File: config.mk
export PLATFORM = sky130hd
export DESIGN_NAME = stm_sleep_timer
export DESIGN_NICKNAME = d
export VERILOG_FILES = /design/src/shared/stm_pkg.sv /design/src/core/stm_readback.sv /design/src/core/stm_sleep_timer.sv
export SDC_FILE = /design/constraint.sdc
export NUM_CORES = 1
export LEC_CHECK = 0
export BUFFER_PORTS_ARGS = -buffer_cell sky130_fd_sc_hd__buf_2
export CAP_MARGIN = 20
export CORE_UTILIZATION = 45
export CTS_CLUSTER_SIZE = 14
export DETAILED_ROUTE_END_ITERATION = 10
export GPL_ROUTABILITY_DRIVEN = 0
export PLACE_DENSITY_LB_ADDON = 0.3
export SLEW_MARGIN = 0
export SYNTH_ARGS = -nofsm -noshare
export SYNTH_HDL_FRONTEND = slang
export SYNTH_SLANG_ARGS = --single-unit
File: constraint.sdc
create_clock -name pclk -period 4.4 [get_ports pclk]
set_input_delay 0.88 -clock pclk [delete_from_list [all_inputs] [get_ports pclk]]
set_output_delay 0.88 -clock pclk [all_outputs]
set_load 0.01 [all_outputs]
File: src/shared/stm_pkg.sv
// stm_pkg: offsets, field layouts and reset values for the sleep timer word
// assumes a 32-bit apb slave with word-aligned registers
package stm_pkg;
  localparam int STM_CNT_W = 10;
  localparam int STM_SLT_W = 19;
  localparam int STM_SEL_W = 2;
  // byte addresses within the block
  localparam logic [11:0] STM_OFF_WORD = 12'h000;
  localparam logic [11:0] STM_OFF_CTRL = 12'h004;
  localparam logic [11:0] STM_OFF_STAT = 12'h008;
  localparam logic [11:0] STM_OFF_SLEEP = 12'h00C;
  localparam logic [STM_CNT_W-1:0] STM_WORD_RST = 10'h000;
  localparam logic [STM_SEL_W-1:0] STM_SEL_RST = 2'h0;
  localparam logic [STM_SLT_W-1:0] STM_SLT_RST = 19'h00000;
  // readback selector codes
  localparam logic [STM_SEL_W-1:0] STM_SEL_SAVED = 2'h0;
  localparam logic [STM_SEL_W-1:0] STM_SEL_DUR = 2'h1;
  localparam logic [STM_SEL_W-1:0] STM_SEL_TLO = 2'h2;
  localparam logic [STM_SEL_W-1:0] STM_SEL_THI = 2'h3;
  localparam int STM_THI_LSB = 10;
  localparam int STM_THI_MSB = 18;
  // control register fields
  localparam int STM_CTRL_SEL_LSB = 0;
  localparam int STM_CTRL_SLEEP_BIT = 4;
  localparam int STM_CTRL_WAKE_BIT = 5;
  typedef enum logic [1:0] {STM_AWAKE, STM_SAVE, STM_ASLEEP, STM_RESTORE}
    stm_state_t;
endpackage : stm_pkg

File: src/core/stm_readback.sv
// stm_readback: selector-driven read mux for the sleep timer word
// assumes inputs other than duration are registered in the caller's pclk domain
`timescale 1ns/1ps
module stm_readback (
  input wire logic [stm_pkg::STM_SEL_W-1:0] sel,
  input wire logic [stm_pkg::STM_CNT_W-1:0] saved,
  input wire logic [stm_pkg::STM_CNT_W-1:0] duration,
  input wire logic [stm_pkg::STM_SLT_W-1:0] sleep_time,
  input wire logic monitor,
  output logic [stm_pkg::STM_CNT_W-1:0] rdata
);
  import stm_pkg::*;
  always_comb begin
    case (sel)
      STM_SEL_DUR: rdata = duration;
      STM_SEL_TLO: rdata = sleep_time[STM_CNT_W-1:0];
      STM_SEL_THI: rdata = {monitor,
        sleep_time[STM_THI_MSB:STM_THI_LSB]};
      default: rdata = saved;
    endcase
  end
endmodule : stm_readback

File: src/core/stm_sleep_timer.sv
// stm_sleep_timer: always-on sleep timer word behind an apb slave
// assumes apb master in pclk domain; radio core gives sleep/wake info
// Operation
// the fine slot counter is saved on sleep entry and restored on wake.
// selector zero reads back the saved counter.
// while awake the word is meaningless and writes never touch the radio.
// selector one reads sleep duration bits nine to zero.
// selector two reads sampled sleep time bits nine to zero.
// selector three reads monitor bit above sleep time bits 18 to 10.
// writes act the same whatever the selector holds.
// software leaves one idle cycle between a write and a read-back.
`timescale 1ns/1ps
module stm_sleep_timer #(
  parameter int FINE_W = stm_pkg::STM_CNT_W,
  parameter int SLT_W = stm_pkg::STM_SLT_W
) (
  input wire logic pclk,
  input wire logic presetn,
  input wire logic clk_en,
  input wire logic psel,
  input wire logic penable,
  input wire logic pwrite,
  input wire logic [11:0] paddr,
  input wire logic [31:0] pwdata,
  input wire logic [3:0] pstrb,
  output logic [31:0] prdata,
  output logic pready,
  output logic pslverr,
  input wire logic [stm_pkg::STM_CNT_W-1:0] fine_slot_counter,
  input wire logic [stm_pkg::STM_CNT_W-1:0] sleep_duration,
  input wire logic [stm_pkg::STM_SLT_W-1:0] sleep_time_live,
  input wire logic sleep_ack,
  output logic fine_restore_valid,
  output logic [stm_pkg::STM_CNT_W-1:0] fine_restore_value,
  output logic core_asleep
);
  import stm_pkg::*;

  // read mux slices fixed field positions; other widths cannot be served
  if (FINE_W != STM_CNT_W || SLT_W != STM_SLT_W) begin : g_width_chk
    $error("stm_sleep_timer: unsupported counter or sleep time width");
  end

  stm_state_t state_r;
  logic [STM_CNT_W-1:0] timer_word_r;
  logic [STM_SEL_W-1:0] sel_r;
  logic [STM_SLT_W-1:0] slt_samp_r;
  logic monitor_r;
  logic sleep_req_r;
  logic wake_req_r;
  logic [STM_CNT_W-1:0] mux_rd;
  logic wr_acc;
  logic rd_acc;
  logic mapped;
  logic word_wr;
  logic ctrl_wr;

  function automatic logic hit(input logic [11:0] a, input logic [11:0] o);
    hit = (a == o);
  endfunction : hit

  assign wr_acc = psel && penable && pwrite && clk_en;
  assign rd_acc = psel && penable && !pwrite && clk_en;
  assign mapped = hit(paddr, STM_OFF_WORD) || hit(paddr, STM_OFF_CTRL) ||
    hit(paddr, STM_OFF_STAT) || hit(paddr, STM_OFF_SLEEP);
  // selector not decoded here: same write effect for every code
  assign word_wr = wr_acc && hit(paddr, STM_OFF_WORD) && pstrb[0];
  assign ctrl_wr = wr_acc && hit(paddr, STM_OFF_CTRL) && pstrb[0];
  assign pready = clk_en;
  assign pslverr = psel && penable && !mapped;
  assign core_asleep = (state_r == STM_ASLEEP);

  // sleep sequencer
  always_ff @(posedge pclk or negedge presetn) begin
    if (!presetn) begin
      state_r <= STM_AWAKE;
    end else if (clk_en) begin
      case (state_r)
        STM_AWAKE: if (sleep_req_r && sleep_ack) state_r <= STM_SAVE;
        STM_SAVE: state_r <= STM_ASLEEP;
        STM_ASLEEP: if (wake_req_r) state_r <= STM_RESTORE;
        STM_RESTORE: state_r <= STM_AWAKE;
        default: state_r <= STM_AWAKE;
      endcase
    end
  end

  // request bits self-clear once the sequence consumes them
  always_ff @(posedge pclk or negedge presetn) begin
    if (!presetn) begin
      sel_r <= STM_SEL_RST;
      sleep_req_r <= 1'b0;
      wake_req_r <= 1'b0;
    end else if (clk_en) begin
      if (ctrl_wr) begin
        sel_r <= pwdata[STM_CTRL_SEL_LSB +: STM_SEL_W];
      end
      if (ctrl_wr && pwdata[STM_CTRL_SLEEP_BIT]) begin
        sleep_req_r <= 1'b1;
      end else if (state_r == STM_SAVE) begin
        sleep_req_r <= 1'b0;
      end
      if (ctrl_wr && pwdata[STM_CTRL_WAKE_BIT]) begin
        wake_req_r <= 1'b1;
      end else if (state_r == STM_RESTORE) begin
        wake_req_r <= 1'b0;
      end
    end
  end

  // hardware save beats a software write in the same cycle
  always_ff @(posedge pclk or negedge presetn) begin
    if (!presetn) begin
      timer_word_r <= STM_WORD_RST;
    end else if (clk_en) begin
      if (state_r == STM_SAVE) begin
        timer_word_r <= fine_slot_counter;
      end else if (word_wr) begin
        timer_word_r <= pwdata[STM_CNT_W-1:0];
      end
    end
  end

  // sampled sleep time and monitor follow sleep entry
  always_ff @(posedge pclk or negedge presetn) begin
    if (!presetn) begin
      slt_samp_r <= STM_SLT_RST;
      monitor_r <= 1'b0;
    end else if (clk_en) begin
      monitor_r <= (state_r == STM_ASLEEP);
      if (state_r == STM_ASLEEP || state_r == STM_RESTORE) begin
        slt_samp_r <= sleep_time_live;
      end
    end
  end

  // restore only at wake; awake writes never reach the radio
  always_ff @(posedge pclk or negedge presetn) begin
    if (!presetn) begin
      fine_restore_valid <= 1'b0;
      fine_restore_value <= STM_WORD_RST;
    end else if (clk_en) begin
      fine_restore_valid <= (state_r == STM_RESTORE);
      if (state_r == STM_RESTORE) begin
        fine_restore_value <= timer_word_r;
      end
    end
  end

  stm_readback u_rb (
    .sel(sel_r),
    .saved(timer_word_r),
    .duration(sleep_duration),
    .sleep_time(slt_samp_r),
    .monitor(monitor_r),
    .rdata(mux_rd)
  );

  // registered read data; a read just after a write sees the new word
  always_ff @(posedge pclk or negedge presetn) begin
    if (!presetn) begin
      prdata <= 32'h00000000;
    end else if (clk_en && psel && !penable && !pwrite) begin
      if (hit(paddr, STM_OFF_WORD)) begin
        prdata <= {22'h000000, mux_rd};
      end else if (hit(paddr, STM_OFF_CTRL)) begin
        prdata <= {30'h00000000, sel_r};
      end else if (hit(paddr, STM_OFF_STAT)) begin
        prdata <= {29'h00000000, monitor_r, state_r};
      end else if (hit(paddr, STM_OFF_SLEEP)) begin
        prdata <= {13'h0000, slt_samp_r};
      end else begin
        prdata <= 32'h00000000;
      end
    end
  end
endmodule : stm_sleep_timer

# Word-level counts from Yosys, hierarchy flattened
# Cells that the tools add are included.
# op_classes
n_addsub	0
n_mul	0
div	0
order_cmp	0
n_eq_ne	11
n_shift	0
n_mux	14
bitwise	0
n_reduce_logical	33
# ops
op	n
2-to-1 mux 19 bit	4
case mux 10 bit (3 select lines)	1
equality test 12 x 4 -> 1 bit (second input constant)	2
2-to-1 mux 10 bit	2
logical AND 1 bit	14
equality test 12 x 3 -> 1 bit (second input constant)	1
logical NOT 12 bit	1
AND reduction 2 bit	6
equality test 2 bit (second input constant)	4
case mux 2 bit (4 select lines)	1
nonzero test 2 bit	3
equality test 2 x 1 -> 1 bit (second input constant)	2
logical OR 1 bit	4
2-to-1 mux 1 bit	4
2-to-1 mux 2 bit	2
logical NOT 1 bit	3
AND reduction 3 bit	1
logical NOT 2 bit	1
inequality test 2 x 1 -> 1 bit (second input constant)	1
inequality test 2 bit (second input constant)	1
# totals
ff_bits	79
latchBits	0
ramBits	0
mem_bits_ro	0
memories	0

# Depth between registers and ports, before layout
# depth
ltp_word	8
mapped_depth	7

# By module
# A second synthesis with hierarchy kept.
# unflattened
hier_cells	240
hier_area_um2	3311.9
# modules_own_cells
mod	n_inst	cells_per_inst	area_per_inst_um2	seq_area_each_um2
stm_sleep_timer	1	228	3070.4	1651.6
stm_readback	1	12	241.5	0.0

# Worst setup path after synthesis
# No wires, ideal clock.
# synth_timing
path_type	input-to-output
from	in paddr[5]
to	out pslverr
arrival_time_ns	2.150
required_ns	3.520
setup_slack_ns	1.370
path_stages	4
path_buffers	1
cell_sequence	or4_4 or3_1 buf_2 and3_1
# synth_via
elab_chain_len	6
# synth_lines
element	line_no	text
start: declaration	stm_sleep_timer.sv:23	input wire logic [11:0] paddr,
equality test 12 x 3 -> 1 bit / logical NOT 12 bit (equally long branches)	stm_sleep_timer.sv:59	hit = (a == o);
logical OR 1 bit (2 in series)	stm_sleep_timer.sv:64	assign mapped = hit(paddr, STM_OFF_WORD) || hit(paddr, STM_OFF_CTRL) ||
logical OR 1 bit (*)	stm_sleep_timer.sv:65	hit(paddr, STM_OFF_STAT) || hit(paddr, STM_OFF_SLEEP);
logical NOT 1 bit (*)	stm_sleep_timer.sv:70	assign pslverr = psel && penable && !mapped;
logical AND 1 bit (*)	stm_sleep_timer.sv:70	
end: declaration	stm_sleep_timer.sv:28	output logic pslverr,
# Mark *: on every way between the ends. The rest lies on a longest branch, timed or not.

# Worst setup path in the final report
# Ends and elaborated chain as after synthesis.

==> results.md <==
- The Yosys step of the flow raised 0 warnings.
- Setup violations remaining at the end of the flow were counted as 0.
- In this run the remaining antenna-violating nets after routing total 0.
- Across the VDD grid, the largest voltage drop is about 0.00025 V.
- The cell area after placement is 0.00374 mm².
- Tracing the worst setup path back leads to its startpoint at paddr[5].
- After layout, the worst path uses 74.8% of the clock period.
- In the synthesized netlist the async set-or-reset flop fraction comes to 100%.
- For this design the total switching power over the nets is 638 µW.
- The minimum clock period is approximately 3.3 ns.
- In this run the power density over the cells is about 550 mW/mm².
- A synthesized cell averages roughly 13 µm².
- Buffers inserted during clock tree synthesis total 9.
- The floorplan step set the die height to approximately 86 µm.
- The fraction of final layout cells sized beyond drive strength 1 is 55.7%.
- Summed over all failing endpoints, the final setup total negative slack is 0 ns.
- The worst-case setup margin in the final layout is between 1 and 1.5 ns.
- Headroom to the max-slew limit came out at 30.1%.
- The count of endpoints failing hold in the final timing report came to 0.
- The detailed placement HPWL is about 5200 µm.
- After filler insertion, the fill cell instance count of the layout stands at ~600.
- The flow ran to the end, and the final reports show no timing, DRC or antenna violations.
- Registers take approximately 0.0017 mm².
- Cell internal power was estimated by the tool at around 1.5 mW.
- The overall power is between 2 and 2.5 mW.
- The number of antenna violations at the first check in global routing is 0.
- The number of global-route vias before repair is around 2300.
- The count of cells in the finished layout, fillers not included, comes to roughly 440.
- Detailed routing inserted a total of roughly 2300 vias.
- The synthesized design contains 0 enable-type register cells.
- The critical path ends at pslverr.
- The sequential area share after synthesis is between 50% and 60%.
- The number of max-slew violations in the final report is 0.
- During I/O placement, the number of pins put on the boundary was 140.
- STA classifies the critical path startpoint as an input port.
- By startpoint and endpoint, the worst setup path is classified as input port to output port.
- The maximum number of pins on one net before global-route repair is 36.
- The tree is rooted in a sky130_fd_sc_hd__clkbuf_8.
- For this design the static power due to leakage is 1.89 nW.
- The worst register-to-register path ends at slt_samp_r[14].
- Net switching is between 20% and 30% of the power.
- The die covers 0.00745 mm².
- Sequential cells account for around 44% of the total power.
- Clock latency on the worst-skew pair, taken at its later pin, is 0.34 ns.
- Setup repair after global routing left no endpoint under its margin.
- The number of antenna diodes in the final layout is 0.
- The synthesized design spends more area on one cell type than any other, namely sky130_fd_sc_hd__dfrtp_1.
- By count the netlist is led by sky130_fd_sc_hd__dfrtp_1, sky130_fd_sc_hd__mux2_2, sky130_fd_sc_hd__nand2_1.
- The area taken by multi-input logic gates is roughly 0.0014 mm².
- The H-tree level count is 3.
- The class of the tightest hold or removal check is register to register.
- The count of maximum capacitance violations is 0.
- Before CTS, the worst setup slack after placement is approximately 1.1 ns.
- The number of setup buffers added after CTS is 0.
- The register-to-register setup slack is 2.17 ns.
- The clock-pin slew on the worst setup and hold paths is approximately 0.060 ns.
- The most common cell in the synthesized netlist is sky130_fd_sc_hd__dfrtp_1.
- In this run the worst path has a maximum fanout of 6.
- The detail-routed via count per cell is 5.21.
- The average wire per standard cell is between 15 and 20 µm.
- The first global-routing pass estimated ~11000 µm of wire.
- Synthesis handed over a netlist of 238 instances.
- Between clock sinks in the finished design, the worst skew comes to approximately 0.0083 ns.
- The number of instances in the placed design is 423.
- The synthesized design contains 66 register bits.
- The total iterations of the first detailed-routing run is 4.
- The number of gates resized after CTS was 0.
- STA classifies the critical path endpoint as an output port.
- The clock tree from TritonCTS is built.
- The library cell contributing the largest single delay on the critical path is sky130_fd_sc_hd__or4_4.
- The TritonCTS sink count is 66.
- The required time of the critical path is between 3 and 4 ns.
- The pin slew with the least headroom to its limit is around 1.0 ns.
- The area growth from synthesis to layout is 23.7%.
- In the global route stage, overall resource usage came out at between 20 and 25%.
- The number of cells on the worst reg-to-reg path is 4.
- The horizontal extent of the die is 86.3 µm.
- The maximum frequency from static timing analysis is between 300 and 400 MHz.
- For this run, the share of the core covered by cells in the final layout is between 50 and 60%.
- The maximum buffer depth of the clock tree is 2.
- The effective utilization at floorplan is between 40% and 50%.
- The clock power share is a little over a quarter.
- The total DRC errors in the routed layout is 0.
- The logic gate share of total power is about 30%.
- With fillers left out, the area of the finished cells amounts to between 0.003 and 0.004 mm².
- Among all flip-flop cells after synthesis, the most frequent one is sky130_fd_sc_hd__dfrtp_1.
- In this run the standard cell core region covers 0.00683 mm².
- The count of port buffers added during placement is 101.
- Final hold analysis gives a worst-case slack of around 0.48 ns.
- The proportion of netlist area held by the largest area contributor is 51.6%.
- Ranked by total cell area, the synthesized netlist is headed by sky130_fd_sc_hd__dfrtp_1, sky130_fd_sc_hd__mux2_2, sky130_fd_sc_hd__mux4_2, sky130_fd_sc_hd__buf_4, sky130_fd_sc_hd__a22o_1.
- In the final design database the tool counted 436 nets.
- After global routing the overflow that remains totals 0.
- In this design, the critical path's most frequently occurring cell is sky130_fd_sc_hd__buf_2.
- The total length of routed wires is 7210 µm.
- STA puts the critical path data arrival time at about 2.4 ns.
- The first routing iteration left roughly 110 violations.
- The signal on the critical path passes through buf_2 > or4_4 > or3_1 > and3_1 > buf_2.
- In this run the core area contains 30 standard-cell rows.
- The mapped cell area is about 0.0032 mm².
- The delay of the slowest cell on the worst path is 0.55 ns.
- After clock tree synthesis, the flow added hold-fix buffers numbering 0.
- The worst register-to-register path begins at state_r[0].
- The count of unique library cells instantiated by Yosys is 31.
-- metal layers --
metal	up-vias	share of wire, %	routed length [µm]	global-route usage, %
met5	-	0	0	0
met4	0	1.7	119	8.94
met1	1130	42	3040	25.7
met3	9	6.9	497	5.05
met2	100	49	3550	33.8
li1	1047	-	-	-
-- power by group through the flow --
stage | clock network [mW] | logic, mW | registers, mW
global placement | 0 | 0.632 | 0.967
CTS | 0.573 | 0.653 | 0.962
detailed placement | 0 | 0.652 | 0.973
floorplan | 0 | 0.471 | 0.938
finish | 0.563 | 0.643 | 0.963
global route | 0.598 | 0.700 | 0.988
-- how the worst min path moves through the flow --
stage                            endpoint             startpoint  depth (start not counted)  slack, ns
global placement                prdata[6]              prdata[6]                          2       0.46
detailed placement              prdata[4]              prdata[4]                          2       0.47
CTS                             prdata[4]              prdata[4]                          2       0.49
finish                          prdata[4]              prdata[4]                          2       0.48
floorplan                      wake_req_r             wake_req_r                          1       0.46
global route        fine_restore_value[6]  fine_restore_value[6]                          1       0.52
-- cells in the final DEF, fill, tap and decap left out, types with 2 or more instances in the layout --
master / count
sky130_fd_sc_hd__nand3_1: 3
sky130_fd_sc_hd__buf_4: 2
sky130_fd_sc_hd__a22oi_1: 9
sky130_fd_sc_hd__and3_1: 2
sky130_fd_sc_hd__mux2_2: 55
sky130_fd_sc_hd__inv_1: 4
sky130_fd_sc_hd__o21ai_0: 11
sky130_fd_sc_hd__mux4_2: 10
sky130_fd_sc_hd__a2bb2oi_1: 3
sky130_fd_sc_hd__clkinv_2: 2
sky130_fd_sc_hd__or4_1: 2
sky130_fd_sc_hd__nor4_2: 2
sky130_fd_sc_hd__a22o_1: 11
sky130_fd_sc_hd__buf_2: 101
sky130_fd_sc_hd__nand2_1: 15
sky130_fd_sc_hd__or3_1: 2
sky130_fd_sc_hd__bufinv_16: 2
sky130_fd_sc_hd__conb_1: 13
sky130_fd_sc_hd__dfrtp_1: 66
sky130_fd_sc_hd__or2_2: 2
sky130_fd_sc_hd__clkbuf_8: 10
sky130_fd_sc_hd__ha_1: 4
-- cell type report --
| class | instances | area share (%) |
|---|---|---|
| multi-input combinational | 154 | 36.1 |
| timing repair buffer | 103 | 13.2 |
| inverter | 4 | 0.380 |
| clock inverter | 5 | 1.96 |
| tap | 96 | 3.04 |
| sequential | 66 | 41.7 |
| clock buffer | 11 | 3.57 |
-- registers in the layout, summed over array words and instances (netlist names) --
name and count:
prdata 19, sleep_req_r 1, timer_word_r 10, fine_restore_value 10
state_r 2, wake_req_r 1, fine_restore_valid 1, sel_r 2
monitor_r 1, slt_samp_r 19
-- worst max-delay path, delay by kind of cell --
kind          cells  cell delay [ns]
buf+inv           2             0.22
simple gates      3             1.30
-- logic make-up (layout without fill, tap and decap cells) --
family,Yosys count,in the layout,share of synthesized area [%]
compound gates,37,37,8.64
fa+ha+maj,4,4,1.56
buf+inv,30,123,5.20
flops,66,66,51.6
mux,66,66,26.7
other cells,1,13,0.117
simple gates,34,34,6.14
(Power assumes the default switching activity.)
